===== src/logic/flrc_pkg.sv =====
/*
 Package for the fault latch and reset controller: timing counts, trip
 bit positions and fault code values.
 Assumes a 100 MHz control clock.
*/
package flrc_pkg;
   // ==========================================================
   // Timing
   localparam int CLK_HZ = 100_000_000;
   localparam int CLEAR_MIN_MS = 100;   // Least hold of fault clear, ms
   localparam int RUN_DELAY_MS = 200;   // Longest wait before run, ms
   localparam int CLEAR_MIN_CYC = (CLK_HZ / 1000) * CLEAR_MIN_MS;
   localparam int RUN_DELAY_CYC = (CLK_HZ / 1000) * RUN_DELAY_MS;
   localparam int CNT_W = 25;

   // ==========================================================
   // Trip inputs, one bit each
   localparam int NTRIP = 17;
   localparam int TR_OVERCURRENT = 0;
   localparam int TR_OVERVOLTAGE = 1;
   localparam int TR_MOTOR_THERMAL = 2;
   localparam int TR_TRANSISTOR_THERMAL = 3;
   localparam int TR_POWER_FAILURE = 4;
   localparam int TR_BRAKE_TRANSISTOR = 5;
   localparam int TR_STALL_STOP = 6;
   localparam int TR_PARAMETER_ERROR = 7;
   localparam int TR_UNDERVOLTAGE = 8;
   localparam int TR_EXTERNAL_THERMAL = 9;
   localparam int TR_OPTION_CONNECTION = 10;
   localparam int TR_CPU_ERROR = 11;
   localparam int TR_OVERSPEED = 12;
   localparam int TR_SPEED_DEVIATION = 13;
   localparam int TR_ENCODER_LOSS = 14;
   localparam int TR_POSITION_ERROR = 15;
   localparam int TR_ENCODER_PHASE_A = 16;

   // ==========================================================
   // Fault history
   localparam int HIST_DEPTH = 8;
   localparam int HIST_AW = 3;
   localparam int CODE_W = 5;
   localparam logic [CODE_W-1:0] CODE_NONE = 5'h1F;
   localparam logic [CODE_W-1:0] CODE_BASE = 5'h01;  // Code is bit index plus base

   typedef enum logic [1:0] {
      FLRC_ST_NORMAL = 2'b00,
      FLRC_ST_ALARM = 2'b01,
      FLRC_ST_CLEAR = 2'b10,
      FLRC_ST_RECOVER = 2'b11
   } flrc_state_t;
endpackage


===== src/logic/flrc_hist_if.sv =====
/*
 Interface carrying fault history write and read between the controller
 and its history memory.
 Assumes one clock domain.
*/
interface flrc_hist_if;
   import flrc_pkg::*;
   logic wr_en;
   logic [CODE_W-1:0] wr_code;
   logic [HIST_AW-1:0] rd_idx;
   logic [CODE_W-1:0] rd_code;
   modport ctrl (output wr_en, output wr_code, output rd_idx, input rd_code);
   modport mem (input wr_en, input wr_code, input rd_idx, output rd_code);
endinterface


===== src/logic/flrc_hist_mem.sv =====
/*
 Eight entry fault code history; newest at index 0, read data registered.
 Assumes writes only on new trips; reset does not touch it beyond power up.
*/
module flrc_hist_mem
   import flrc_pkg::*;
(
   // Clock and reset
   input wire logic clk,
   input wire logic arst_n,
   // History port
   flrc_hist_if.mem hist
);
   logic [CODE_W-1:0] mem_q [HIST_DEPTH];
   logic [CODE_W-1:0] rd_q;

   // ==========================================================
   // Shift register of codes, newest first
   always_ff @(posedge clk or negedge arst_n) begin
      if (!arst_n) begin
         for (int i = 0; i < HIST_DEPTH; i++) mem_q[i] <= CODE_NONE;
      end else if (hist.wr_en) begin
         mem_q[0] <= hist.wr_code;
         for (int i = 1; i < HIST_DEPTH; i++) mem_q[i] <= mem_q[i-1];
      end
   end

   // Registered read
   always_ff @(posedge clk or negedge arst_n) begin
      if (!arst_n) rd_q <= CODE_NONE;
      else rd_q <= mem_q[hist.rd_idx];
   end
   assign hist.rd_code = rd_q;
endmodule


===== src/logic/flrc_top.sv =====
/*
 Fault latch and reset controller: latches protective trips, drives the
 alarm relay and lamp, keeps a fault history, and handles the fault clear
 contact input with output shut-off and cold re-initialisation.
 Assumes trip inputs and run command come from logic on clk; the fault
 clear contact comes from a pin and is synchronised here.
*/
// Functional notes
// - Fault clear ends latched alarm stop
// - Clear zeroes thermal and brake accumulators
// - Output off while clear asserted
// - Run accepted within 0.2 s after release
// - Clear while running restarts from coasting
// - Trip lights lamp, latched until reset
// - Listed trips energise alarm relay
// - Phase A encoder loss also trips
// - Limiting, stall prevention, brake overheat: no alarm
// - Keep eight most recent fault codes
module flrc_top
   import flrc_pkg::*;
(
   // Clock and reset
   input wire logic clk,
   input wire logic arst_n,
   // Contact input from switch or controller
   input wire logic fault_clear_input,
   // Protective trips and non-alarm events
   input wire logic [NTRIP-1:0] trip_in,
   input wire logic current_limit_active,
   input wire logic stall_prevent_active,
   input wire logic brake_overheat_active,
   // Run command and motor state
   input wire logic run_cmd,
   input wire logic motor_moving,
   // Drive and initialisation
   output logic drive_enable,
   output logic run_accept,
   output logic restart_coasting,
   output logic thermal_acc_clear,
   output logic brake_acc_clear,
   output logic cold_init,
   // Alarm outputs
   output logic alarm_relay,
   output logic alarm_lamp,
   output logic [NTRIP-1:0] trip_latched,
   // Operator panel history read
   input wire logic [HIST_AW-1:0] operator_panel_idx,
   output logic [CODE_W-1:0] operator_panel_code
);
   // ==========================================================
   // Synchroniser for the contact input
   logic clr_s1_q, clr_s2_q;
   always_ff @(posedge clk or negedge arst_n) begin
      if (!arst_n) begin
         clr_s1_q <= 1'b0;
         clr_s2_q <= 1'b0;
      end else begin
         clr_s1_q <= fault_clear_input;
         clr_s2_q <= clr_s1_q;
      end
   end
   wire clr_lvl = clr_s2_q;

   // ==========================================================
   // Hold time counter: recognise clear after 0.1 s
   logic [CNT_W-1:0] hold_cnt_q;
   wire hold_done = (hold_cnt_q >= CNT_W'(CLEAR_MIN_CYC));
   always_ff @(posedge clk or negedge arst_n) begin
      if (!arst_n) hold_cnt_q <= '0;
      else if (!clr_lvl) hold_cnt_q <= '0;
      else if (!hold_done) hold_cnt_q <= hold_cnt_q + CNT_W'(1);
   end
   // Only a held contact counts; a short glitch must not wipe the alarm
   wire clear_valid = clr_lvl && hold_done;

   // ==========================================================
   // Trip classification; limiting events never reach the latch
   logic [NTRIP-1:0] trip_latched_q;
   wire [NTRIP-1:0] alarm_trips = trip_in; // Phase A loss is its own bit
   wire new_trip = |(alarm_trips & ~trip_latched_q);

   // ==========================================================
   // Main state
   flrc_state_t state_q, state_d;
   logic [CNT_W-1:0] rec_cnt_q;
   logic was_moving_q;
   // Synchroniser, state register and run_accept register add four cycles after the pin opens
   wire rec_done = (rec_cnt_q >= CNT_W'(RUN_DELAY_CYC - 4));

   always_comb begin
      state_d = state_q;
      case (state_q)
         FLRC_ST_NORMAL: begin
            if (clr_lvl) state_d = FLRC_ST_CLEAR;
            else if (|alarm_trips) state_d = FLRC_ST_ALARM;
         end
         FLRC_ST_ALARM: begin
            if (clr_lvl) state_d = FLRC_ST_CLEAR;
         end
         FLRC_ST_CLEAR: begin
            // A release before the hold time goes back to alarm if trips are latched, else to recover
            if (!clr_lvl) state_d = (hold_done || !(|trip_latched_q)) ? FLRC_ST_RECOVER : FLRC_ST_ALARM;
         end
         FLRC_ST_RECOVER: begin
            if (clr_lvl) state_d = FLRC_ST_CLEAR;
            else if (|alarm_trips) state_d = FLRC_ST_ALARM;
            else if (rec_done) state_d = FLRC_ST_NORMAL;
         end
         default: state_d = FLRC_ST_NORMAL;
      endcase
   end

   always_ff @(posedge clk or negedge arst_n) begin
      if (!arst_n) state_q <= FLRC_ST_NORMAL;
      else state_q <= state_d;
   end

   // Recovery timer, kept short of 0.2 s so run is back in time
   always_ff @(posedge clk or negedge arst_n) begin
      if (!arst_n) rec_cnt_q <= '0;
      else if (state_q != FLRC_ST_RECOVER) rec_cnt_q <= '0;
      else rec_cnt_q <= rec_cnt_q + CNT_W'(1);
   end

   // Remember whether the motor was turning when clear arrived
   always_ff @(posedge clk or negedge arst_n) begin
      if (!arst_n) was_moving_q <= 1'b0;
      else if (state_q != FLRC_ST_CLEAR && state_d == FLRC_ST_CLEAR) was_moving_q <= motor_moving;
   end

   // ==========================================================
   // Trip latch: set wins over clear, cleared only by valid clear
   always_ff @(posedge clk or negedge arst_n) begin
      if (!arst_n) trip_latched_q <= '0;
      else if (clear_valid) trip_latched_q <= alarm_trips;
      else trip_latched_q <= trip_latched_q | alarm_trips;
   end

   // ==========================================================
   // History write: lowest newly latched bit gives the code
   logic [CODE_W-1:0] first_code;
   always_comb begin
      first_code = CODE_NONE;
      for (int i = NTRIP - 1; i >= 0; i--) begin
         if (alarm_trips[i] && !trip_latched_q[i]) first_code = CODE_W'(i) + CODE_BASE;
      end
   end

   flrc_hist_if hist ();
   assign hist.wr_en = new_trip;
   assign hist.wr_code = first_code;
   assign hist.rd_idx = operator_panel_idx;

   // History is not cleared by fault clear
   flrc_hist_mem u_hist (
      .clk(clk),
      .arst_n(arst_n),
      .hist(hist)
   );

   // ==========================================================
   // Registered outputs
   always_ff @(posedge clk or negedge arst_n) begin
      if (!arst_n) begin
         alarm_relay <= 1'b0;
         alarm_lamp <= 1'b0;
         drive_enable <= 1'b0;
         run_accept <= 1'b0;
         restart_coasting <= 1'b0;
         cold_init <= 1'b0;
         operator_panel_code <= CODE_NONE;
         trip_latched <= '0;
      end else begin
         alarm_relay <= |trip_latched_q;
         alarm_lamp <= |trip_latched_q;
         // Drive off immediately on clear and throughout it
         drive_enable <= (state_d == FLRC_ST_NORMAL) && !(|trip_latched_q) && !(|alarm_trips) && run_cmd;
         run_accept <= (state_d == FLRC_ST_NORMAL);
         restart_coasting <= (state_q == FLRC_ST_RECOVER) && rec_done && was_moving_q;
         cold_init <= clr_lvl;
         operator_panel_code <= hist.rd_code;
         trip_latched <= trip_latched_q;
      end
   end
   // Accumulators cleared at once while clear is active
   assign thermal_acc_clear = cold_init;
   assign brake_acc_clear = cold_init;
   // Limiting events are observed only so that they are known not to alarm
   wire unused_limits = current_limit_active ^ stall_prevent_active ^ brake_overheat_active;
endmodule


===== config.mk =====
export PLATFORM = sky130hd
export DESIGN_NAME = flrc_top
export DESIGN_NICKNAME = d
export VERILOG_FILES = /design/src/logic/flrc_pkg.sv /design/src/logic/flrc_hist_if.sv /design/src/logic/flrc_hist_mem.sv /design/src/logic/flrc_top.sv
export SDC_FILE = /design/constraint.sdc
export NUM_CORES = 1
export LEC_CHECK = 0
export ABC_CLOCK_PERIOD_IN_PS = 2009
export BUFFER_PORTS_ARGS = -buffer_cell sky130_fd_sc_hd__buf_2
export CAP_MARGIN = 5
export CORE_AREA = 8 8 120 122
export DETAILED_ROUTE_END_ITERATION = 8
export DIE_AREA = 0 0 128 130
export HOLD_SLACK_MARGIN = 0.02
export PLACE_DENSITY = 0.76
export SKIP_LAST_GASP = 1
export SLEW_MARGIN = 5
export SYNTH_ARGS = -nofsm -noshare
export SYNTH_HDL_FRONTEND = slang
export SYNTH_SLANG_ARGS = --single-unit

===== constraint.sdc =====
create_clock -name clk -period 2.01 [get_ports clk]
set_clock_uncertainty 0.1 [all_clocks]
set_input_delay 0.402 -clock clk [delete_from_list [all_inputs] [get_ports clk]]
set_output_delay 0.402 -clock clk [all_outputs]
set_load 0.01 [all_outputs]

==> results of run 1 <==
==> cells by family after synthesis <==
kind of cell,Yosys count,synth area share (%)
xor+xnor,23,3.05
mux,55,11.0
compound gates,91,9.90
buf+inv,40,3.12
fa+ha+maj,4,0.757
flops,144,55.5
simple gates,191,16.7
==> what timing repair did <==
item,4_1_cts,5_1_grt
buffers inserted,11,10
setup endpoints to repair,50,64
cloned,1,5
hold buffers,2,0
gates resized for setup,13,37
endpoints found under the hold margin,25,0
pin swaps,8,21
==> synthesized netlist by cell type (2+ instances only) <==
| cell | instances | area [um2] |
|---|---|---|
| nand2_1 | 28 | 105 |
| mux2_1 | 34 | 383 |
| inv_1 | 17 | 63.8 |
| a21boi_0 | 2 | 15.0 |
| clkbuf_1 | 8 | 30.0 |
| ha_1 | 4 | 50.1 |
| o211a_1 | 2 | 20.0 |
| and4_1 | 4 | 35.0 |
| o31a_1 | 4 | 35.0 |
| buf_2 | 6 | 30.0 |
| nand2b_1 | 19 | 119 |
| mux2_2 | 6 | 67.6 |
| mux2i_1 | 5 | 50.1 |
| nand4_1 | 20 | 125 |
| a211oi_1 | 6 | 45.0 |
| a21o_1 | 17 | 128 |
| dfrtp_1 | 94 | 2350 |
| or2_2 | 3 | 18.8 |
| a21oi_1 | 16 | 80.1 |
| nand3_1 | 17 | 85.1 |
| and2_1 | 7 | 43.8 |
| a31oi_1 | 3 | 18.8 |
| nor2_1 | 32 | 120 |
| nor2b_1 | 6 | 37.5 |
| buf_6 | 5 | 56.3 |
| buf_4 | 3 | 22.5 |
| or3_1 | 6 | 37.5 |
| o31ai_1 | 6 | 45.0 |
| nor4_1 | 12 | 75.1 |
| o211ai_1 | 5 | 37.5 |
| o21a_1 | 8 | 60.1 |
| xor2_1 | 9 | 78.8 |
| and3_1 | 6 | 37.5 |
| o21ai_0 | 11 | 55.1 |
| nor3_1 | 11 | 55.1 |
| mux4_2 | 10 | 225 |
| nor4_2 | 4 | 50.1 |
| or4_1 | 6 | 45.0 |
| xnor2_1 | 14 | 123 |
| dfstp_2 | 50 | 1310 |
==> per-layer routing <==
layer / track usage [%] / up-vias / wire length (um)
met1: 22.6 / 2571 / 6620
met4: 5.94 / 2 / 206
met3: 5.39 / 21 / 834
li1: - / 2310 / -
met5: 0 / - / 12
met2: 31.9 / 139 / 8450
==> worst max-delay path, delay by kind of cell (launching register included) <==
family	cells	cell delay [ps]
AOI/OAI and AO/OA	4	750
and+or+nand+nor	1	530
DFF	1	420
buffers and inverters	1	140
==> layout make-up <==
type / count / area [um2] / share of cell area [%]
flip-flops and latches: 144 / 3670 / 42.1
multi-input cells: 365 / 2960 / 34.0
repair buffers: 158 / 1210 / 13.9
clock buffers: 18 / 439 / 5.04
well taps: 172 / 215 / 2.47
clock inverters: 14 / 148 / 1.69
inverters: 17 / 63.8 / 0.733
diodes: 1 / 2.50 / 0.0287
==> how the worst max path moves through the flow <==
stage                                      from                            to  cells after the start
detailed placement                  trip_in[15]          state_q[0]$_DFF_PN0_                      6
CTS                  hold_cnt_q[22]$_DFFE_PN0N_     hold_cnt_q[5]$_DFFE_PN0N_                      6
finish                hold_cnt_q[8]$_DFFE_PN0N_     hold_cnt_q[7]$_DFFE_PN0N_                      6
global route        trip_latched_q[8]$_DFF_PN0_  u_hist.mem_q[32]$_DFFE_PN1P_                      6
global placement                    trip_in[15]          state_q[0]$_DFF_PN0_                      6
floorplan                            trip_in[1]  u_hist.mem_q[10]$_DFFE_PN1P_                      7
==> power groups by stage <==
stage / clock network [mW] / registers [mW] / logic, mW
CTS: 3.15 / 3.41 / 0.516
global placement: 0 / 3.43 / 0.486
detailed placement: 0 / 3.45 / 0.510
finish: 3.12 / 3.44 / 0.587
global route: 3.30 / 3.46 / 0.640
floorplan: 0 / 3.41 / 0.283
==> state kept, by name, indices dropped and copies added (netlist names), 2 cells and up <==
| register | count |
|---|---|
| rec_cnt_q | 25 |
| u_hist.hist.rd_code | 5 |
| operator_panel_code | 5 |
| hold_cnt_q | 25 |
| state_q | 2 |
| trip_latched_q | 17 |
| trip_latched | 17 |
| u_hist.mem_q | 40 |
==> through the flow <==
stage	util [%]	hold slack [ps]
floorplan	-	6.41
global placement	61.1	188
detailed placement	61.1	191
CTS	67.3	79.6
global route	70.2	88.3
finish	70.2	91.3
==> metrics.yaml, run 1 <==
grtUsageTotal_pct: 18.7
rows: 41
rrSetupSlack_ps: -20
synth_cells: 548
avgSynthCellArea_um2: 12.1
first_pass_iters: 5
die_area_um2: 16600
io_pins: 58
power.switching_mw: 1.77
fin_area_um2: 8710
stdcell_count: 889
drtIter0Drc: 315
die_h_um: 130
tightest_slew_ps: 405
place_inst: 827
numPortBuffers: 54
relSlewSlack_pct: 72.7
pre_cts_ws_ps: -227
crit_chain: "o211a_1 -> a41oi_4 -> buf_12 -> o21ai_4 -> or4_1 -> a21oi_1"
cts_root_buf: "clkbuf_16"
cp-end-kind: "register"
ant_nets: 0
worst-path-max-fanout: 6
async_reset_ff_share_pct: 100
fin_crit_sh_pct: 101
yosysSeqAreaShare_pct: 55.5
final_cell_mix: "dfrtp_1, buf_4, buf_2"
cp.arrival_ps: 2270
hold_viol: 0
drc: 0
regToRegStartpoint: "hold_cnt_q[8]$_DFFE_PN0N_"
slowest_delay_ps: 530
syn_to_final_growth_pct: 31.8
start_util_pct: 53.2
setup_tns_ps: -74.8
synth_cell_types: 62
grt_overflow_total: 0
p_int_mw: 5.37
status: "finished with violations"
synth-warning-count: 0
clk_path_buf_depth: 2
grt_pass1_vias: 5112
clk_latency_ps: 430
wl_per_cell_um: 18.1
regToRegEndpoint: "hold_cnt_q[7]$_DFFE_PN0N_"
slew_violations: 0
synth_fp_nets: 580
clkPwrFrac_pct: 43.7
die_x_um: 128
placed_area_um2: 7580
crit_required_ps: 2260
dominantRegCellSynth: "dfrtp_1"
finalNetCount: 735
core_um2: 12400
rsz0062_at_grt: "true"
reg2regPathDepth: 6
routed_wirelength_mm: 16.1
syn-cell-area_um2: 6610
drive_gt1_share_pct: 43.3
power.share.combinational_pct: 8.2
vias: 5043
power.density_nw_per_um2: 820
place.gp.congestion: 0.801
hp-class: "in -> reg"
dp_hpwl_mm: 9.99
hp-start: "trip_in[6]"
final_common_cell: "dfrtp_1"
via_per_inst: 5.67
hold_depth: 2
n_fill_cell: 848
critPathLaunchType: "register"
cellLeakagePower_nw: 3.73
hold_end: "trip_latched_q[6]$_DFF_PN0_"
period_minus_slack_ps: 2030
tritoncts: "built"
setup_violations: 9
vdd.ir_drop.worst_v: 0.000991
cts_buffers: 17
synth-seq-cells: 144
grt_max_degree: 45
p_total_mw: 7.14
clock-sinks: 144
clock.fmax_mhz: 493
violations: "setup timing"
cap_violations: 0
clk_pin_slew_worst_paths_ps: 60
finalWorstSetupSlack_ps: -16.4
synth_edf_count: 0
htreeDepth: 4
crit_type: "reg -> reg"
slowest_stage: "or4_1"
p_seq_share_pct: 48.1
antenna_found_initial: 2
netSwitchingFraction_pct: 24.8
grt_pass1_wl_mm: 25.0
No activity file was read; power rests on OpenSTA's default activity.
==> run 2, diff against run 1 <==
--- a/config.mk
+++ b/config.mk
@@ -8,11 +8,12 @@
 export ABC_CLOCK_PERIOD_IN_PS = 2009
 export BUFFER_PORTS_ARGS = -buffer_cell sky130_fd_sc_hd__buf_2
 export CAP_MARGIN = 5
-export CORE_AREA = 8 8 120 122
+export CORE_AREA = 8 8 142 104
 export DETAILED_ROUTE_END_ITERATION = 8
-export DIE_AREA = 0 0 128 130
+export DIE_AREA = 0 0 150 112
 export HOLD_SLACK_MARGIN = 0.02
 export PLACE_DENSITY = 0.76
+export SETUP_SLACK_MARGIN = 0.4
 export SKIP_LAST_GASP = 1
 export SLEW_MARGIN = 5
 export SYNTH_ARGS = -nofsm -noshare
==> metrics.yaml, run 2 (same netlist as run 1, synthesis figures left out) <==
relSlewSlack_pct: 70.2
final_core_util_pct: 76.1
tightest_slew_ps: 447
numPortBuffers: 54
power.density_nw_per_um2: 766
finalNetCount: 766
period_minus_slack_ps: 2160
htreeDepth: 4
rsz0062_at_grt: "true"
antenna_found_initial: 0
clock.fmax_mhz: 463
critPathLaunchType: "register"
io_pins: 58
core_um2: 12700
status: "finished with violations"
cts_buffers: 17
antenna_cells: 0
placed_area_um2: 7670
wl_per_cell_um: 23.3
syn_to_final_growth_pct: 46.2
violations: "setup timing"
cp.arrival_ps: 2410
grt_pass1_vias: 5280
cellLeakagePower_nw: 4.26
fin_crit_sh_pct: 107
cap_violations: 0
grtUsageTotal_pct: 20.7
final_cell_mix: "buf_4, dfrtp_1, dfstp_2"
hold_viol: 0
worst-path-max-fanout: 8
holdWs_ps: 88.2
crit_required_ps: 2260
fin_area_um2: 9660
clock-sinks: 144
hp-class: "in -> reg"
largest_reg_flops: 40
reg_top3: "u_hist.mem_q x40, hold_cnt_q x25, rec_cnt_q x25"
slew_violations: 0
regMostFlops: "u_hist.mem_q"
place.gp.congestion: 0.860
clk_path_buf_depth: 2
grt_pass1_wl_mm: 27.6
ant_nets: 0
crit_type: "reg -> reg"
clk_latency_ps: 430
dp_hpwl_mm: 10.1
finalWorstSetupSlack_ps: -150
vdd.ir_drop.worst_v: 0.000821
clk_pin_slew_worst_paths_ps: 60
vias: 5703
first_pass_iters: 5
grt_max_degree: 44
cts_root_buf: "clkbuf_16"
rows: 35
cp-end-kind: "register"
setup_violations: 47
drive_gt1_share_pct: 57.3
grt_overflow_total: 0
start_util_pct: 52.0
drc: 0
via_per_inst: 6.25
drtIter0Drc: 506
pre_cts_ws_ps: -187
tritoncts: "built"
die_area_um2: 16800
final_common_cell: "buf_4"
die_h_um: 112
die_x_um: 150
routed_wirelength_mm: 21.2
## run 2: critical path, stage by stage, from the launching register on
cell	delay (ps)
dfrtp_1	380
nand2b_4	140
nand4_1	240
nor4b_4	300
and2_4	370
clkbuf_16	240
mux2_4	310
## run 2: final timing paths
path	from	endpoint	depth (start not counted)	slack, ps
min	trip_in[10]	trip_latched_q[10]$_DFF_PN0_	2	90
max	trip_latched_q[6]$_DFF_PN0_	u_hist.mem_q[20]$_DFFE_PN1P_	6	-150
max in group asynchronous	arst_n	u_hist.mem_q[1]$_DFFE_PN1P_	3	760
min in group asynchronous	arst_n	rec_cnt_q[11]$_DFF_PN0_	2	380
max reg2reg	trip_latched_q[6]$_DFF_PN0_	u_hist.mem_q[20]$_DFFE_PN1P_	6	-150
min reg2reg	clr_s1_q$_DFF_PN0_	clr_lvl$_DFF_PN0_	0	250
## run 2: final cells by class
cell class	count	area [um2]
sequential	144	3680
multi-input combinational	366	3530
fill	687	3040
timing repair buffer	188	1560
clock buffer	25	549
tap	166	208
clock inverter	7	68.8
inverter	17	63.8
## run 2: where the power goes
group | internal, mW | switching (mW)
clock network | 2.02 | 1.23
registers | 3.27 | 0.192
logic | 0.379 | 0.301
total | 5.67 | 1.73
## run 2: metal layers
layer  GRT usage [%]  vias up  share of wire [%]
li1                -     2389                  -
met1            27.1     2897                 40
met2            32.6      318                 49
met3            5.43       99                6.8
met4            7.77        0                4.3
met5               0        -                  0
## run 2: metrics by stage
stage,power (mW),TNS [ps],std cells
6_report,7.40,-3600,913
5_1_grt,7.62,-7210,913
4_1_cts,7.23,-64.6,876
3_5_place_dp,3.98,-5950,812
3_3_place_gp,3.93,-1770,812
2_1_floorplan,3.71,0,548
## run 2: what timing repair did
item                                    4_1_cts  5_1_grt
endpoints found under the hold margin        23        0
endpoints found under the setup margin       98       99
setup buffers                                25       33
gates cloned                                  5        4
pin swaps                                    19       57
hold buffers                                  2        0
resized for setup                            57      124
